### src/rtl/fieldbus_ctrl_pkg.sv
// Purpose: shared constants for the control byte decoder and live-bit watchdog
// Assumes: 25 MHz module clock, control bytes delivered by the fieldbus frame logic
// Notes: bit positions count from bit 0 of each control byte
package fieldbus_ctrl_pkg;

	localparam int unsigned CLK_HZ = 25_000_000;
	localparam int unsigned CLK_PERIOD_NS = 40;

	// live-bit supervision window, in milliseconds as specified
	localparam int unsigned LIVE_TIMEOUT_MS = 1000;
	// a longest time rounds down to whole cycles
	localparam int unsigned LIVE_TIMEOUT_CYCLES = (CLK_HZ / 1000) * LIVE_TIMEOUT_MS;

	localparam int unsigned BYTE_W = 8;
	localparam int unsigned INDEX_W = 16;
	localparam int unsigned VALUE_W = 32;
	localparam int unsigned SPEED_W = 16;
	localparam int unsigned DRIFT_W = 16;
	localparam int unsigned NUM_PARAMS_DEF = 16;

	// second control byte
	localparam int unsigned AUX_LOOP_BIT = 3;
	localparam int unsigned SPEED_ONLY_BIT = 4;
	localparam int unsigned PSET_SELECT_BIT = 5;
	localparam int unsigned PDIR_INVERT_BIT = 6;
	localparam int unsigned PLOOP_ENABLE_BIT = 7;
	localparam logic [7:0] CTRL2_MASK = 8'hf8;

	// third control byte
	localparam int unsigned LIVE_BIT = 0;
	localparam int unsigned DRIFT_STORE_BIT = 5;
	localparam int unsigned DRIFT_COMP_BIT = 6;
	localparam int unsigned FINE_POS_BIT = 7;
	localparam logic [7:0] CTRL3_MASK = 8'he1;

	// fourth control byte
	localparam int unsigned PREAD_BIT = 5;
	localparam int unsigned PCOMMIT_BIT = 6;
	localparam int unsigned PMODE_BIT = 7;
	localparam logic [7:0] CTRL4_MASK = 8'he0;

	localparam logic [7:0] CTRL_RESET = 8'h00;
	localparam logic [31:0] PARAM_MISSING = 32'hffffffff;
	localparam logic [31:0] PARAM_RESET = 32'h00000000;
	localparam logic [15:0] SPEED_FULL_SCALE = 16'h3fff;

endpackage

### src/rtl/live_bit_watchdog.sv
// Purpose: supervises toggling of the master's live bit
// Assumes: live bit comes from a register on the same clock
// Notes: timeout stays set until the live bit changes again
`timescale 1ns/1ps
module live_bit_watchdog
	import fieldbus_ctrl_pkg::*;
#(
	parameter int unsigned TIMEOUT_CYCLES = LIVE_TIMEOUT_CYCLES
)
(
	input wire logic ref_clk_in,
	input wire logic reset_in,
	input wire logic live_bit_in,
	output logic armed_out,
	output logic timeout_out
);
	localparam int unsigned CNT_W = $clog2(TIMEOUT_CYCLES + 1);
	localparam logic [CNT_W-1:0] CNT_LAST = CNT_W'(TIMEOUT_CYCLES - 1);
	localparam logic [CNT_W-1:0] CNT_ONE = CNT_W'(1);

	typedef struct packed {
		logic [CNT_W-1:0] cnt;
		logic prev;
		logic armed;
		logic timeout;
	} wd_state_t;

	wd_state_t st_r;
	wd_state_t st_nxt;

	always_comb
	begin
		st_nxt = st_r;
		st_nxt.prev = live_bit_in;
		// monitoring starts only after the master first drives the bit true
		if (live_bit_in)
		begin
			st_nxt.armed = 1'b1;
		end
		if (live_bit_in != st_r.prev)
		begin
			st_nxt.cnt = '0;
			st_nxt.timeout = 1'b0;
		end
		else if (st_r.armed && !st_r.timeout)
		begin
			// master is expected to toggle within the window
			if (st_r.cnt == CNT_LAST)
			begin
				st_nxt.timeout = 1'b1;
			end
			else
			begin
				st_nxt.cnt = st_r.cnt + CNT_ONE;
			end
		end
	end

	always_ff @(posedge ref_clk_in or posedge reset_in)
	begin
		if (reset_in)
			st_r <= '0;
		else
			st_r <= st_nxt;
	end

	assign armed_out = st_r.armed;
	assign timeout_out = st_r.timeout;

	a_change_restarts: assert property (
		@(posedge ref_clk_in) disable iff (reset_in)
		(live_bit_in != st_r.prev) |=> (st_r.cnt == '0) && !timeout_out)
	else $error("live bit change did not restart the watchdog");

	a_arm_before_trip: assert property (
		@(posedge ref_clk_in) disable iff (reset_in)
		!armed_out |-> !timeout_out && (st_r.cnt == '0))
	else $error("watchdog ran before being armed");

	a_trip_at_window: assert property (
		@(posedge ref_clk_in) disable iff (reset_in)
		$rose(timeout_out) |-> $past(st_r.cnt) == CNT_LAST && $past(armed_out))
	else $error("watchdog tripped at the wrong count");

endmodule

### src/rtl/fieldbus_control_bytes_livebit.sv
// Purpose: decodes control bytes 2..4 of the cyclic frame and runs the live-bit watchdog
// Assumes: frame logic on the same clock presents the received bytes with a one-cycle strobe
// Notes: parameter store is a small flip-flop table inside this block
`timescale 1ns/1ps
module fieldbus_control_bytes_livebit
	import fieldbus_ctrl_pkg::*;
#(
	parameter int unsigned NUM_PARAMS = NUM_PARAMS_DEF,
	parameter int unsigned LIVE_TIMEOUT = LIVE_TIMEOUT_CYCLES
)
(
	input wire logic ref_clk_in,
	input wire logic reset_in,
	input wire logic frame_valid_in,
	input wire logic [BYTE_W-1:0] pressure_loop_control_in,
	input wire logic [BYTE_W-1:0] watchdog_drift_control_in,
	input wire logic [BYTE_W-1:0] parameter_access_control_in,
	input wire logic [INDEX_W-1:0] param_index_field_in,
	input wire logic [VALUE_W-1:0] param_value_field_in,
	input wire logic [SPEED_W-1:0] speed_setpoint1_in,
	input wire logic [DRIFT_W-1:0] drift_value_in,
	input wire logic system_enable_in,
	input wire logic error_in,
	output logic aux_loop_enable_out,
	output logic speed_limit_only_mode_out,
	output logic pressure_set_select_out,
	output logic pressure_direction_invert_out,
	output logic pressure_loop_enable_out,
	output logic drift_offset_store_out,
	output logic drift_comp_enable_out,
	output logic fine_position_enable_out,
	output logic param_mode_enable_out,
	output logic [SPEED_W-1:0] output_limit_out,
	output logic [DRIFT_W-1:0] drift_offset_out,
	output logic [VALUE_W-1:0] param_value_field_out,
	output logic live_bit_out,
	output logic ready_out
);

	typedef struct packed {
		logic [BYTE_W-1:0] ctrl2;
		logic [BYTE_W-1:0] ctrl3;
		logic [BYTE_W-1:0] ctrl4;
		logic [INDEX_W-1:0] index;
		logic [VALUE_W-1:0] wvalue;
		logic commit_prev;
		logic store_prev;
		logic [DRIFT_W-1:0] drift_offset;
		logic [SPEED_W-1:0] out_limit;
		logic [VALUE_W-1:0] rd_value;
		logic ready;
		logic [NUM_PARAMS-1:0][VALUE_W-1:0] params;
	} state_t;

	state_t st_r;
	state_t st_nxt;
	logic wd_armed;
	logic wd_timeout;
	logic commit_edge;
	logic store_edge;
	logic index_hit;
	logic [VALUE_W-1:0] index_value;

	live_bit_watchdog #(
		.TIMEOUT_CYCLES(LIVE_TIMEOUT)
	) u_watchdog (
		.ref_clk_in(ref_clk_in),
		.reset_in(reset_in),
		.live_bit_in(st_r.ctrl3[LIVE_BIT]),
		.armed_out(wd_armed),
		.timeout_out(wd_timeout)
	);

	// edges are taken on the stored bytes, so a write fires once per held frame level
	assign commit_edge = st_r.ctrl4[PCOMMIT_BIT] && !st_r.commit_prev;
	assign store_edge = st_r.ctrl3[DRIFT_STORE_BIT] && !st_r.store_prev;

	always_comb
	begin
		index_hit = 1'b0;
		index_value = PARAM_MISSING;
		for (int i = 0; i < NUM_PARAMS; i++)
		begin
			if (st_r.index == INDEX_W'(i))
			begin
				index_hit = 1'b1;
				index_value = st_r.params[i];
			end
		end
	end

	always_comb
	begin
		st_nxt = st_r;
		if (frame_valid_in)
		begin
			// reserved bits are dropped here so nothing downstream can see them
			st_nxt.ctrl2 = pressure_loop_control_in & CTRL2_MASK;
			st_nxt.ctrl3 = watchdog_drift_control_in & CTRL3_MASK;
			st_nxt.ctrl4 = parameter_access_control_in & CTRL4_MASK;
			st_nxt.index = param_index_field_in;
			st_nxt.wvalue = param_value_field_in;
		end
		st_nxt.commit_prev = st_r.ctrl4[PCOMMIT_BIT];
		st_nxt.store_prev = st_r.ctrl3[DRIFT_STORE_BIT];

		// offset is frozen on the rising edge and held; a held bit does not keep resampling
		if (store_edge)
		begin
			st_nxt.drift_offset = drift_value_in;
		end

		if (st_r.ctrl2[SPEED_ONLY_BIT])
			st_nxt.out_limit = speed_setpoint1_in;
		else
			st_nxt.out_limit = SPEED_FULL_SCALE;

		// write to an address that does not exist is dropped silently
		for (int i = 0; i < NUM_PARAMS; i++)
		begin
			if (commit_edge && st_r.index == INDEX_W'(i))
			begin
				st_nxt.params[i] = st_r.wvalue;
			end
		end

		// read value holds its last answer while no read is requested
		if (st_r.ctrl4[PREAD_BIT])
		begin
			if (index_hit)
				st_nxt.rd_value = index_value;
			else
				st_nxt.rd_value = PARAM_MISSING;
		end

		st_nxt.ready = system_enable_in && !error_in && !wd_timeout;
	end

	always_ff @(posedge ref_clk_in or posedge reset_in)
	begin
		if (reset_in)
			st_r <= '0;
		else
			st_r <= st_nxt;
	end

	assign aux_loop_enable_out = st_r.ctrl2[AUX_LOOP_BIT];
	assign speed_limit_only_mode_out = st_r.ctrl2[SPEED_ONLY_BIT];
	assign pressure_set_select_out = st_r.ctrl2[PSET_SELECT_BIT];
	assign pressure_direction_invert_out = st_r.ctrl2[PDIR_INVERT_BIT];
	assign pressure_loop_enable_out = st_r.ctrl2[PLOOP_ENABLE_BIT];
	assign drift_offset_store_out = st_r.ctrl3[DRIFT_STORE_BIT];
	assign drift_comp_enable_out = st_r.ctrl3[DRIFT_COMP_BIT];
	assign fine_position_enable_out = st_r.ctrl3[FINE_POS_BIT];
	assign param_mode_enable_out = st_r.ctrl4[PMODE_BIT];
	assign output_limit_out = st_r.out_limit;
	assign drift_offset_out = st_r.drift_offset;
	assign param_value_field_out = st_r.rd_value;
	assign live_bit_out = st_r.ctrl3[LIVE_BIT];
	assign ready_out = st_r.ready;

	a_aux_follows_frame: assert property (
		@(posedge ref_clk_in) disable iff (reset_in)
		frame_valid_in |=> aux_loop_enable_out == $past(pressure_loop_control_in[AUX_LOOP_BIT]))
	else $error("aux controller enable does not follow the frame");

	a_pressure_bits_track: assert property (
		@(posedge ref_clk_in) disable iff (reset_in)
		frame_valid_in |=>
			pressure_set_select_out == $past(pressure_loop_control_in[PSET_SELECT_BIT])
			&& pressure_direction_invert_out == $past(pressure_loop_control_in[PDIR_INVERT_BIT])
			&& pressure_loop_enable_out == $past(pressure_loop_control_in[PLOOP_ENABLE_BIT]))
	else $error("pressure controller bits do not follow the frame");

	a_bits_hold_between: assert property (
		@(posedge ref_clk_in) disable iff (reset_in)
		!frame_valid_in |=> $stable(pressure_loop_enable_out) && $stable(drift_comp_enable_out)
			&& $stable(fine_position_enable_out) && $stable(param_mode_enable_out))
	else $error("control bit changed without a frame");

	a_speed_limit_mode: assert property (
		@(posedge ref_clk_in) disable iff (reset_in)
		speed_limit_only_mode_out |=> output_limit_out == $past(speed_setpoint1_in))
	else $error("output limit not taken from speed setpoint 1");

	a_full_scale_limit: assert property (
		@(posedge ref_clk_in) disable iff (reset_in)
		!speed_limit_only_mode_out |=> output_limit_out == SPEED_FULL_SCALE)
	else $error("output limited outside speed-only mode");

	a_drift_offset_store: assert property (
		@(posedge ref_clk_in) disable iff (reset_in)
		$rose(drift_offset_store_out) |=> drift_offset_out == $past(drift_value_in))
	else $error("drift value not stored on store request");

	a_drift_offset_hold: assert property (
		@(posedge ref_clk_in) disable iff (reset_in)
		!store_edge |=> $stable(drift_offset_out))
	else $error("drift offset changed without a store edge");

	a_reserved_ignored: assert property (
		@(posedge ref_clk_in) disable iff (reset_in)
		frame_valid_in |=> (st_r.ctrl2 & ~CTRL2_MASK) == 8'h00
			&& (st_r.ctrl3 & ~CTRL3_MASK) == 8'h00 && (st_r.ctrl4 & ~CTRL4_MASK) == 8'h00)
	else $error("reserved control bit stored");

	a_read_missing: assert property (
		@(posedge ref_clk_in) disable iff (reset_in)
		(st_r.ctrl4[PREAD_BIT] && st_r.index >= INDEX_W'(NUM_PARAMS))
			|=> param_value_field_out == PARAM_MISSING)
	else $error("unknown parameter address did not read as all ones");

	a_read_existing: assert property (
		@(posedge ref_clk_in) disable iff (reset_in)
		(st_r.ctrl4[PREAD_BIT] && st_r.index < INDEX_W'(NUM_PARAMS))
			|=> param_value_field_out == $past(index_value))
	else $error("parameter read returned the wrong value");

	a_write_commit_edge: assert property (
		@(posedge ref_clk_in) disable iff (reset_in)
		(commit_edge && st_r.index < INDEX_W'(NUM_PARAMS)) ##1 st_r.ctrl4[PREAD_BIT]
			&& st_r.index == $past(st_r.index)
			|=> param_value_field_out == $past(st_r.wvalue, 2))
	else $error("committed parameter not read back");

	a_no_write_level: assert property (
		@(posedge ref_clk_in) disable iff (reset_in)
		!commit_edge |=> $stable(st_r.params))
	else $error("parameter table changed without a commit edge");

	a_live_echo: assert property (
		@(posedge ref_clk_in) disable iff (reset_in)
		frame_valid_in |=> live_bit_out == $past(watchdog_drift_control_in[LIVE_BIT]))
	else $error("live bit not echoed");

	a_timeout_drops_ready: assert property (
		@(posedge ref_clk_in) disable iff (reset_in)
		wd_timeout |=> !ready_out)
	else $error("ready kept after live-bit timeout");

	a_ready_cause: assert property (
		@(posedge ref_clk_in) disable iff (reset_in)
		##1 ready_out == $past(system_enable_in && !error_in && !wd_timeout))
	else $error("ready does not match enable and error state");

	// arming lags the echoed live bit by one cycle, so only the previous echo must be clear
	a_idle_not_armed: assert property (
		@(posedge ref_clk_in) disable iff (reset_in)
		!wd_armed |-> !wd_timeout && !$past(live_bit_out))
	else $error("watchdog armed state inconsistent with live bit");

	a_speed_mode_track: assert property (
		@(posedge ref_clk_in) disable iff (reset_in)
		frame_valid_in |=>
			speed_limit_only_mode_out == $past(pressure_loop_control_in[SPEED_ONLY_BIT]))
	else $error("speed-only mode bit does not follow the frame");

	a_aux_hold: assert property (
		@(posedge ref_clk_in) disable iff (reset_in)
		!frame_valid_in |=> $stable(aux_loop_enable_out))
	else $error("aux controller enable changed without a frame");

	a_speed_mode_hold: assert property (
		@(posedge ref_clk_in) disable iff (reset_in)
		!frame_valid_in |=> $stable(speed_limit_only_mode_out))
	else $error("speed-only mode changed without a frame");

	a_set_select_hold: assert property (
		@(posedge ref_clk_in) disable iff (reset_in)
		!frame_valid_in |=> $stable(pressure_set_select_out))
	else $error("pressure parameter set changed without a frame");

	a_invert_track: assert property (
		@(posedge ref_clk_in) disable iff (reset_in)
		frame_valid_in |=>
			pressure_direction_invert_out == $past(pressure_loop_control_in[PDIR_INVERT_BIT]))
	else $error("pressure direction bit does not follow the frame");

	a_invert_hold: assert property (
		@(posedge ref_clk_in) disable iff (reset_in)
		!frame_valid_in |=> $stable(pressure_direction_invert_out))
	else $error("pressure direction changed without a frame");

	a_store_bit_track: assert property (
		@(posedge ref_clk_in) disable iff (reset_in)
		frame_valid_in |=>
			drift_offset_store_out == $past(watchdog_drift_control_in[DRIFT_STORE_BIT]))
	else $error("drift store bit does not follow the frame");

	a_drift_comp_track: assert property (
		@(posedge ref_clk_in) disable iff (reset_in)
		frame_valid_in |=>
			drift_comp_enable_out == $past(watchdog_drift_control_in[DRIFT_COMP_BIT]))
	else $error("drift compensation bit does not follow the frame");

	a_fine_pos_track: assert property (
		@(posedge ref_clk_in) disable iff (reset_in)
		frame_valid_in |=>
			fine_position_enable_out == $past(watchdog_drift_control_in[FINE_POS_BIT]))
	else $error("fine positioning bit does not follow the frame");

	a_param_mode_track: assert property (
		@(posedge ref_clk_in) disable iff (reset_in)
		frame_valid_in |=>
			param_mode_enable_out == $past(parameter_access_control_in[PMODE_BIT]))
	else $error("parameterizing mode bit does not follow the frame");

	a_read_value_hold: assert property (
		@(posedge ref_clk_in) disable iff (reset_in)
		!st_r.ctrl4[PREAD_BIT] |=> $stable(param_value_field_out))
	else $error("read value changed without a read request");

	a_echo_hold: assert property (
		@(posedge ref_clk_in) disable iff (reset_in)
		!frame_valid_in |=> $stable(live_bit_out))
	else $error("live bit echo changed without a frame");

	a_timeout_armed: assert property (
		@(posedge ref_clk_in) disable iff (reset_in)
		wd_timeout |-> wd_armed)
	else $error("watchdog timed out while not armed");

	a_ready_on_enable: assert property (
		@(posedge ref_clk_in) disable iff (reset_in)
		ready_out |-> $past(system_enable_in) && !$past(error_in))
	else $error("ready shown while disabled or in error");

	a_commit_single: assert property (
		@(posedge ref_clk_in) disable iff (reset_in)
		commit_edge |=> !commit_edge)
	else $error("write commit lasted more than one cycle");

endmodule

### config.mk
export PLATFORM = sky130hd
export DESIGN_NAME = fieldbus_control_bytes_livebit
export DESIGN_NICKNAME = d
export VERILOG_FILES = /design/src/rtl/fieldbus_ctrl_pkg.sv /design/src/rtl/live_bit_watchdog.sv /design/src/rtl/fieldbus_control_bytes_livebit.sv
export SDC_FILE = /design/constraint.sdc
export NUM_CORES = 1
export LEC_CHECK = 0
export BUFFER_PORTS_ARGS = -buffer_cell sky130_fd_sc_hd__buf_2
export CORE_UTILIZATION = 30
export DETAILED_ROUTE_END_ITERATION = 10
export GPL_TIMING_DRIVEN = 0
export SLEW_MARGIN = 25
export SYNTH_ARGS = -nofsm -noshare
export SYNTH_HDL_FRONTEND = slang
export SYNTH_SLANG_ARGS = --single-unit
### constraint.sdc
create_clock -name ref_clk_in -period 20.1 [get_ports ref_clk_in]
set_input_delay 3.015 -clock ref_clk_in [delete_from_list [all_inputs] [get_ports ref_clk_in]]
set_output_delay 3.015 -clock ref_clk_in [all_outputs]
set_load 0.02 [all_outputs]
==> results by group, run 1 <==
Timing
  – Final hold vios: 0
  – RSZ-0062 raised after global routing: false
  – Pins Over Slew Limit: 0
  – Setup TNS Final: 0 ns
  – Final setup viols: 0
  – Slew headroom: 19.1%
  – Clk_skew: 0.0343 ns
  – Worst slew pin tran: 1.21 ns
  – Final Critical Period: 4.58 ns
  – Final worst-path cycle share: 22.8%
  – Fmax: 218 MHz

Floorplanning
  – Die X: 321 µm
  – Io pins: 184
  – Die ar.: 103,000 µm²
  – Std cell rows: 116
  – Initial Util: 30.3%
  – Core footprint: 100,000 µm²
  – Die height: 321 µm

Power
  – Pleak: 17.0 nW
  – Maximum vdd drop: 53.9 µV
  – PwrDens: 82.6 nW/µm²

Critical path
  – Slowest cell on the critical path: clkinvlp_4
  – Crit path launch type: input port
  – Critical Path AT: 5.41 ns
  – Type of destination of the critical path: asynchronous set/reset pin
  – Crit path required time: 20.93 ns
  – Crit-path leading delay family: buffers and inverters
  – CP max stage delay: 0.37 ns
  – Critical path cell sequence: buf_2 > clkinvlp_4 > buf_16 > buf_12 > buf_12 > buf_16 > buf_16 > buf_12 > buf_16 > buf_12 > buf_12
  – Worst path bufs/invs: 11
  – CP max FO: 31
  – Most Frequent Cell on Critical Path: buf_12
  – Setup CP Type: in -> async

Clocking
  – CTS Buffer Depth: 3
  – Root Driver: clkbuf_16
  – CTS tree: built
  – Clock latency on the worst-skew pair: 0.65 ns
  – Hold-fix buffers, CTS: 0
  – CTS Buf Count: 75
  – H-tree depth: 3
  – Post-CTS Setup Repair Bufs: 0
  – Reg clk slew, reported paths: 0.06 ns
  – Post-cts sizing count: 0
  – Clock sinks: 667

Routing
  – Wire per inst: 25.1 µm
  – DRT Pass-1 Iters: 6
  – Antenna Violating Nets Remaining: 0
  – Initial DRC count: 2,024
  – Final WL: 105,000 µm
  – Via count: 22.2k
  – Vias per cell: 5.30
  – # DRC: 0

Placement
  – Placed inst area: 33,600 µm²
  – PortBufs: 170
  – Dpl hpwl: 70,900 µm
  – RePlAce Congestion: 0.982

Global routing
  – Grt total ovfl: 0
  – First-pass GRT wire length: 154,000 µm
  – Largest net degree at the start of global routing: 32
  – Initial antenna violation count: 1
  – Tot GR Track Use: 20.4%
  – Vias in the first global route: 22.3k

Synth
  – Top FF cell, synth: dfrtp_1
  – Seq/Total Area, Yosys: 54.8%
  – Yosys cell types: 68
  – Post-synth EDFFs: 0
  – Post-Syn Area: 30,400 µm²
  – Syn_area_per_cell: 12.2 µm²
  – Syn Nets: 2,600
  – Seq cells post-synth: 667
  – Mapped Cells: 2,490
  – Async SR Flop Fraction: 100%
  – Yosys synthesis warning count: 0

Run status
  – Status: finished, final reports clean

Cells and area
  – Synthesis-to-layout area growth: 18.2%
  – Share of layout cells above drive strength 1: 36.7%
  – # nets final: 2,873
  – Most common cell after layout, fill and taps aside: dfrtp_1
  – Most frequent cells in the layout: dfrtp_1 (667), mux2_2 (566), buf_2 (220)
  – Final Instance Area: 36,000 µm²
  – Post-layout util: 35.9%

Hold path
  – Hold crit path type: reg -> reg

Job
  – Max Cap Viol: 0
## registers in the layout, indices dropped and copies added, names as in the netlist
signal / count
aux_loop_enable_out: 1
pressure_set_select_out: 1
output_limit_out: 16
drift_comp_enable_out: 1
param_mode_enable_out: 1
u_watchdog.st_r: 26
drift_offset_store_out: 1
speed_limit_only_mode_out: 1
live_bit_out: 1
st_r: 563
st_nxt: 1
pressure_direction_invert_out: 1
drift_offset_out: 16
u_watchdog.timeout_out: 1
fine_position_enable_out: 1
pressure_loop_enable_out: 1
ready_out: 1
u_watchdog.armed_out: 1
param_value_field_out: 32
## kinds of logic (layout without fill, tap and decap cells)
logic type      Yosys count  count (layout)  share of synthesized area (%)
buf+inv                 281             610                           4.60
simple gates            423             423                           6.70
compound gates          469             469                           10.1
fa+ha+maj                 1               1                         0.0411
mux                     630             630                           23.1
xor+xnor                 19              19                          0.547
other cells               0               2                              0
flops                   667             667                           54.8
## routing by layer
metal / part of all wire [%] / global-route usage [%] / vias to the layer above / routed length (µm)
li1: - / - / 9518 / -
met1: 43 / 27.5 / 11400 / 45300
met2: 44 / 30.9 / 988 / 46000
met3: 8.7 / 5.27 / 230 / 9100
met4: 4.4 / 8.57 / 2 / 4580
met5: 0.012 / 0 / - / 13
## cell usage after synthesis, types with 41 or more instances
cell type | instances | area [µm²]
dfrtp_1 | 667 | 16700
clkbuf_1 | 115 | 432
mux2_2 | 566 | 6370
nand3_1 | 41 | 205
o211ai_1 | 68 | 510
buf_4 | 76 | 571
mux2i_1 | 41 | 410
a21oi_1 | 145 | 726
o21ai_0 | 81 | 405
nor2_1 | 142 | 533
buf_2 | 48 | 240
nand2_1 | 104 | 390
## metrics by stage
| step | std cells | setup slack [ns] | hold slack (ns) | power, mW |
|---|---|---|---|---|
| after floorplan | 2490 | 7.96 | 0.384 | 1.54 |
| after global placement | 4017 | 3.59 | 0.396 | 1.62 |
| after detailed placement | 4043 | 14.75 | 0.403 | 1.64 |
| after CTS | 4176 | 15.43 | 0.416 | 2.99 |
| after global routing | 4176 | 15.21 | 0.441 | 3.07 |
| final | 4178 | 15.52 | 0.412 | 2.97 |
## report_power, final
part / internal [mW] / switching, mW / leakage [nW]
logic: 0.0755 / 0.142 / 6.94
clock network: 0.783 / 0.573 / 1.17
registers: 1.37 / 0.0278 / 8.91
## layout make-up
type	count	area [µm²]
fill	9878	64300
inverter	26	101
clock inverter	20	229
antenna	2	5.00
multi-input combinational	1542	12400
clock buffer	113	2160
tap	1357	1700
sequential	667	16700
timing repair buffer	196	1410
buffer	255	1320
## final timing paths
path	start	slack [ns]	cells after the start	end
max in group ref_clk_in	param_value_field_out[11]	15.58	2	param_value_field_out[11]
hold / removal	drift_offset_store_out	0.41	0	st_r[577]
min in group asynchronous	reset_in	2.44	2	pressure_set_select_out
setup / recovery	reset_in	15.52	11	st_r[399]
setup reg to reg	st_r[624]	15.59	9	param_value_field_out[23]
hold reg to reg	drift_offset_store_out	0.41	0	st_r[577]
No activity file was read; power rests on OpenSTA's default activity.
==> run 2, diff against run 1 <==
--- a/config.mk
+++ b/config.mk
@@ -5,6 +5,7 @@
 export SDC_FILE = /design/constraint.sdc
 export NUM_CORES = 1
 export LEC_CHECK = 0
+export ABC_AREA = 1
 export BUFFER_PORTS_ARGS = -buffer_cell sky130_fd_sc_hd__buf_2
 export CORE_UTILIZATION = 30
 export DETAILED_ROUTE_END_ITERATION = 10
==> constraint.sdc (replaced) <==
create_clock -name ref_clk_in -period 3.85 [get_ports ref_clk_in]
set_input_delay 0.5775 -clock ref_clk_in [delete_from_list [all_inputs] [get_ports ref_clk_in]]
set_output_delay 0.5775 -clock ref_clk_in [all_outputs]
set_load 0.02 [all_outputs]
==> run 2 against run 1 <==
Against the previous run:
- first-iteration DRC count increased by 20%
- register-to-register slack lost 15 ns
- total power increased to 5.1 times the previous value
- core utilization down 0.12 points
- routed wire length is 5.3% lower
- global-route usage down 0.81 points
- critical path depth is 3 higher
- hold slack got worse by 0.29 ns
- combinational power grew to 4.7 times the previous value
- final cell count increased by 22%
- die area shrank 1.6%
- worst setup slack lost 15 ns
- critical path type is now reg -> reg
==> results by group, run 2 <==
Critical path
  – CP max stage delay: 0.37 ns
  – Worst path bufs/invs: 3
  – Critical Path AT: 3.97 ns
  – Crit path required time: 4.41 ns
  – Critical path cell sequence: nor2_1 > nand2_1 > nor2_4 > buf_6 > buf_4 > nand2_2 > buf_2 > nand3_1 > a21oi_1 > o21ai_1 > nand4_1 > nand2_1 > nand2_1 > a21oi_1
  – Crit-path leading delay family: simple AND/OR/NAND/NOR gates
  – Setup CP Type: reg -> reg
  – Slowest cell on the critical path: dfrtp_1
  – Crit path launch type: flop
  – Type of destination of the critical path: flop
  – CP max FO: 10
  – Most Frequent Cell on Critical Path: nand2_1

Synth
  – Top cells by area, synth: dfrtp_1 (56%), nand2_1 (11%), o21ai_0 (8.6%)
  – Yosys synthesis warning count: 0
  – Async SR Flop Fraction: 100%
  – Top cells by count, synth: nand2_1 (911), dfrtp_1 (667), o21ai_0 (513)
  – Mux cell area share after synthesis: 1.89%
  – Synth top area share: 55.7%
  – Seq/Total Area, Yosys: 55.7%
  – Top FF cell, synth: dfrtp_1
  – Synth Area in Simple Gates: 20.0%
  – XOR/XNOR Fraction of Synth Area: 0.175%
  – Seq cells post-synth: 667
  – Post-synth EDFFs: 0
  – Syn_area_per_cell: 8.57 µm²
  – Cell taking the most area after synthesis: dfrtp_1
  – Mapped Cells: 3,495
  – Count leader, synth: nand2_1
  – Largest family of logic cells by synthesized area: simple AND/OR/NAND/NOR gates
  – Syn Nets: 3,605
  – Yosys cell types: 50
  – Post-synthesis compound-gate area fraction: 14.9%
  – Post-Syn Area: 30,000 µm²
  – Fraction of the mapped netlist area in adder cells: 0.0418%

Placement
  – Dpl hpwl: 73,800 µm
  – PortBufs: 170
  – RePlAce Congestion: 0.879
  – Placed inst area: 33,000 µm²

Power
  – PwrDens: 429 nW/µm²
  – Maximum vdd drop: 244 µV
  – Pleak: 15.8 nW
  – Final Power: 15.1 mW

Routing
  – Antenna Violating Nets Remaining: 0
  – Final WL: 99,500 µm
  – Via count: 25.4k
  – Initial DRC count: 2,434
  – Wire per inst: 19.5 µm
  – Vias per cell: 4.98
  – DRT Pass-1 Iters: 5
  – # DRC: 0

Cells and area
  – Most frequent cells in the layout: nand2_1 (911), dfrtp_1 (667), o21ai_0 (513)
  – Largest Register: st_r
  – Synthesis-to-layout area growth: 17.8%
  – Max reg flops: 563
  – Most common cell after layout, fill and taps aside: nand2_1
  – Share of layout cells above drive strength 1: 14.7%
  – Post-layout util: 35.7%
  – Fill cells: 10.3k
  – # nets final: 3,874
  – Final Instance Area: 35,300 µm²

Timing
  – RSZ-0062 raised after global routing: false
  – Final setup viols: 0
  – Worst slew pin tran: 0.955 ns
  – Slew headroom: 36.3%
  – Final Critical Period: 3.41 ns
  – Pins Over Slew Limit: 0
  – Clk_skew: 0.0422 ns
  – Fmax: 294 MHz
  – Final hold vios: 0
  – Final worst-path cycle share: 88.5%

Job
  – Max Cap Viol: 0

Floorplanning
  – Die height: 318 µm
  – Die ar.: 101,000 µm²
  – Io pins: 184
  – Std cell rows: 115
  – Die X: 318 µm
  – Core footprint: 98,700 µm²
  – Initial Util: 30.4%

Clocking
  – Reg clk slew, reported paths: 0.06 ns
  – Post-cts sizing count: 0
  – CTS tree: built
  – Clock latency on the worst-skew pair: 0.64 ns
  – H-tree depth: 3
  – CTS Buffer Depth: 3
  – Clock sinks: 667
  – CTS Buf Count: 71
  – Post-CTS Setup Repair Bufs: 0
  – Root Driver: clkbuf_16

Global routing
  – Largest net degree at the start of global routing: 33
  – Grt total ovfl: 0
  – First-pass GRT wire length: 153,000 µm
  – Vias in the first global route: 24.7k
  – Tot GR Track Use: 19.6%
  – Initial antenna violation count: 1

Hold path
  – Hold crit path type: in -> reg

Run status
  – Status: finished, final reports clean
-- run 2: what timing repair did --
action,CTS,global route
endpoints found under the hold margin,19,0
hold buffers,1,0
endpoints found under the setup margin,0,0
-- run 2: logic make-up (layout without fill, tap and decap cells) --
group / count (synthesis) / after routing
AOI/OAI and AO/OA: 872 / 872
xor gates and xnor gates: 6 / 6
adders and majority gates: 1 / 1
buffers and inverters: 478 / 799
DFF: 667 / 667
muxes: 52 / 52
other: 0 / 1
and+or+nand+nor: 1419 / 1419
-- run 2: layout make-up --
| type | count | area [µm²] | share of cell area (%) |
|---|---|---|---|
| Antenna cell | 1 | 2.50 | 0.00709 |
| Buffer | 290 | 1470 | 4.17 |
| Clock buffer | 103 | 2020 | 5.72 |
| Clock inverter | 22 | 287 | 0.812 |
| Inverter | 188 | 713 | 2.02 |
| Multi-Input combinational cell | 2350 | 11100 | 31.4 |
| Sequential cell | 667 | 16700 | 47.3 |
| Tap cell | 1287 | 1610 | 4.56 |
| Timing Repair Buffer | 196 | 1400 | 3.96 |
-- run 2: metal layers --
metal	GRT usage (%)	routed length (µm)
met1	26.6	43900
met4	7.35	3340
met3	3.78	7230
met5	0	0
met2	30.9	45000
-- run 2: where the power goes --
part / internal (mW) / leakage [nW] / switching (mW) / total [mW]
registers: 7.14 / 8.93 / 0.0636 / 7.20
clock network: 3.94 / 1.13 / 2.97 / 6.90
logic: 0.311 / 5.72 / 0.720 / 1.03
-- run 2: worst paths after layout --
check	from	to	slack, ns	depth (start not counted)
worst max register to register	st_r[622]	param_value_field_out[5]	0.44	14
min in group asynchronous	reset_in	param_value_field_out[1]	0.53	3
worst min register to register	st_nxt[578]	st_r[578]	0.39	0
max in group asynchronous	reset_in	st_r[595]	1.85	8
worst min-delay path	error_in	ready_out	0.12	2
worst max-delay path	st_r[622]	param_value_field_out[5]	0.44	14
-- run 2: metrics by stage --
step	TNS [ns]	std cells	setup slack (ns)	hold slack, ns
after floorplan	-3900.54	3495	-5.85	0.354
after global placement	-6621.38	4952	-9.98	0.361
after detailed placement	0	4977	0.418	0.371
after CTS	0	5103	0.441	0.0830
after global routing	0	5103	0.300	0.110
final	0	5104	0.444	0.123
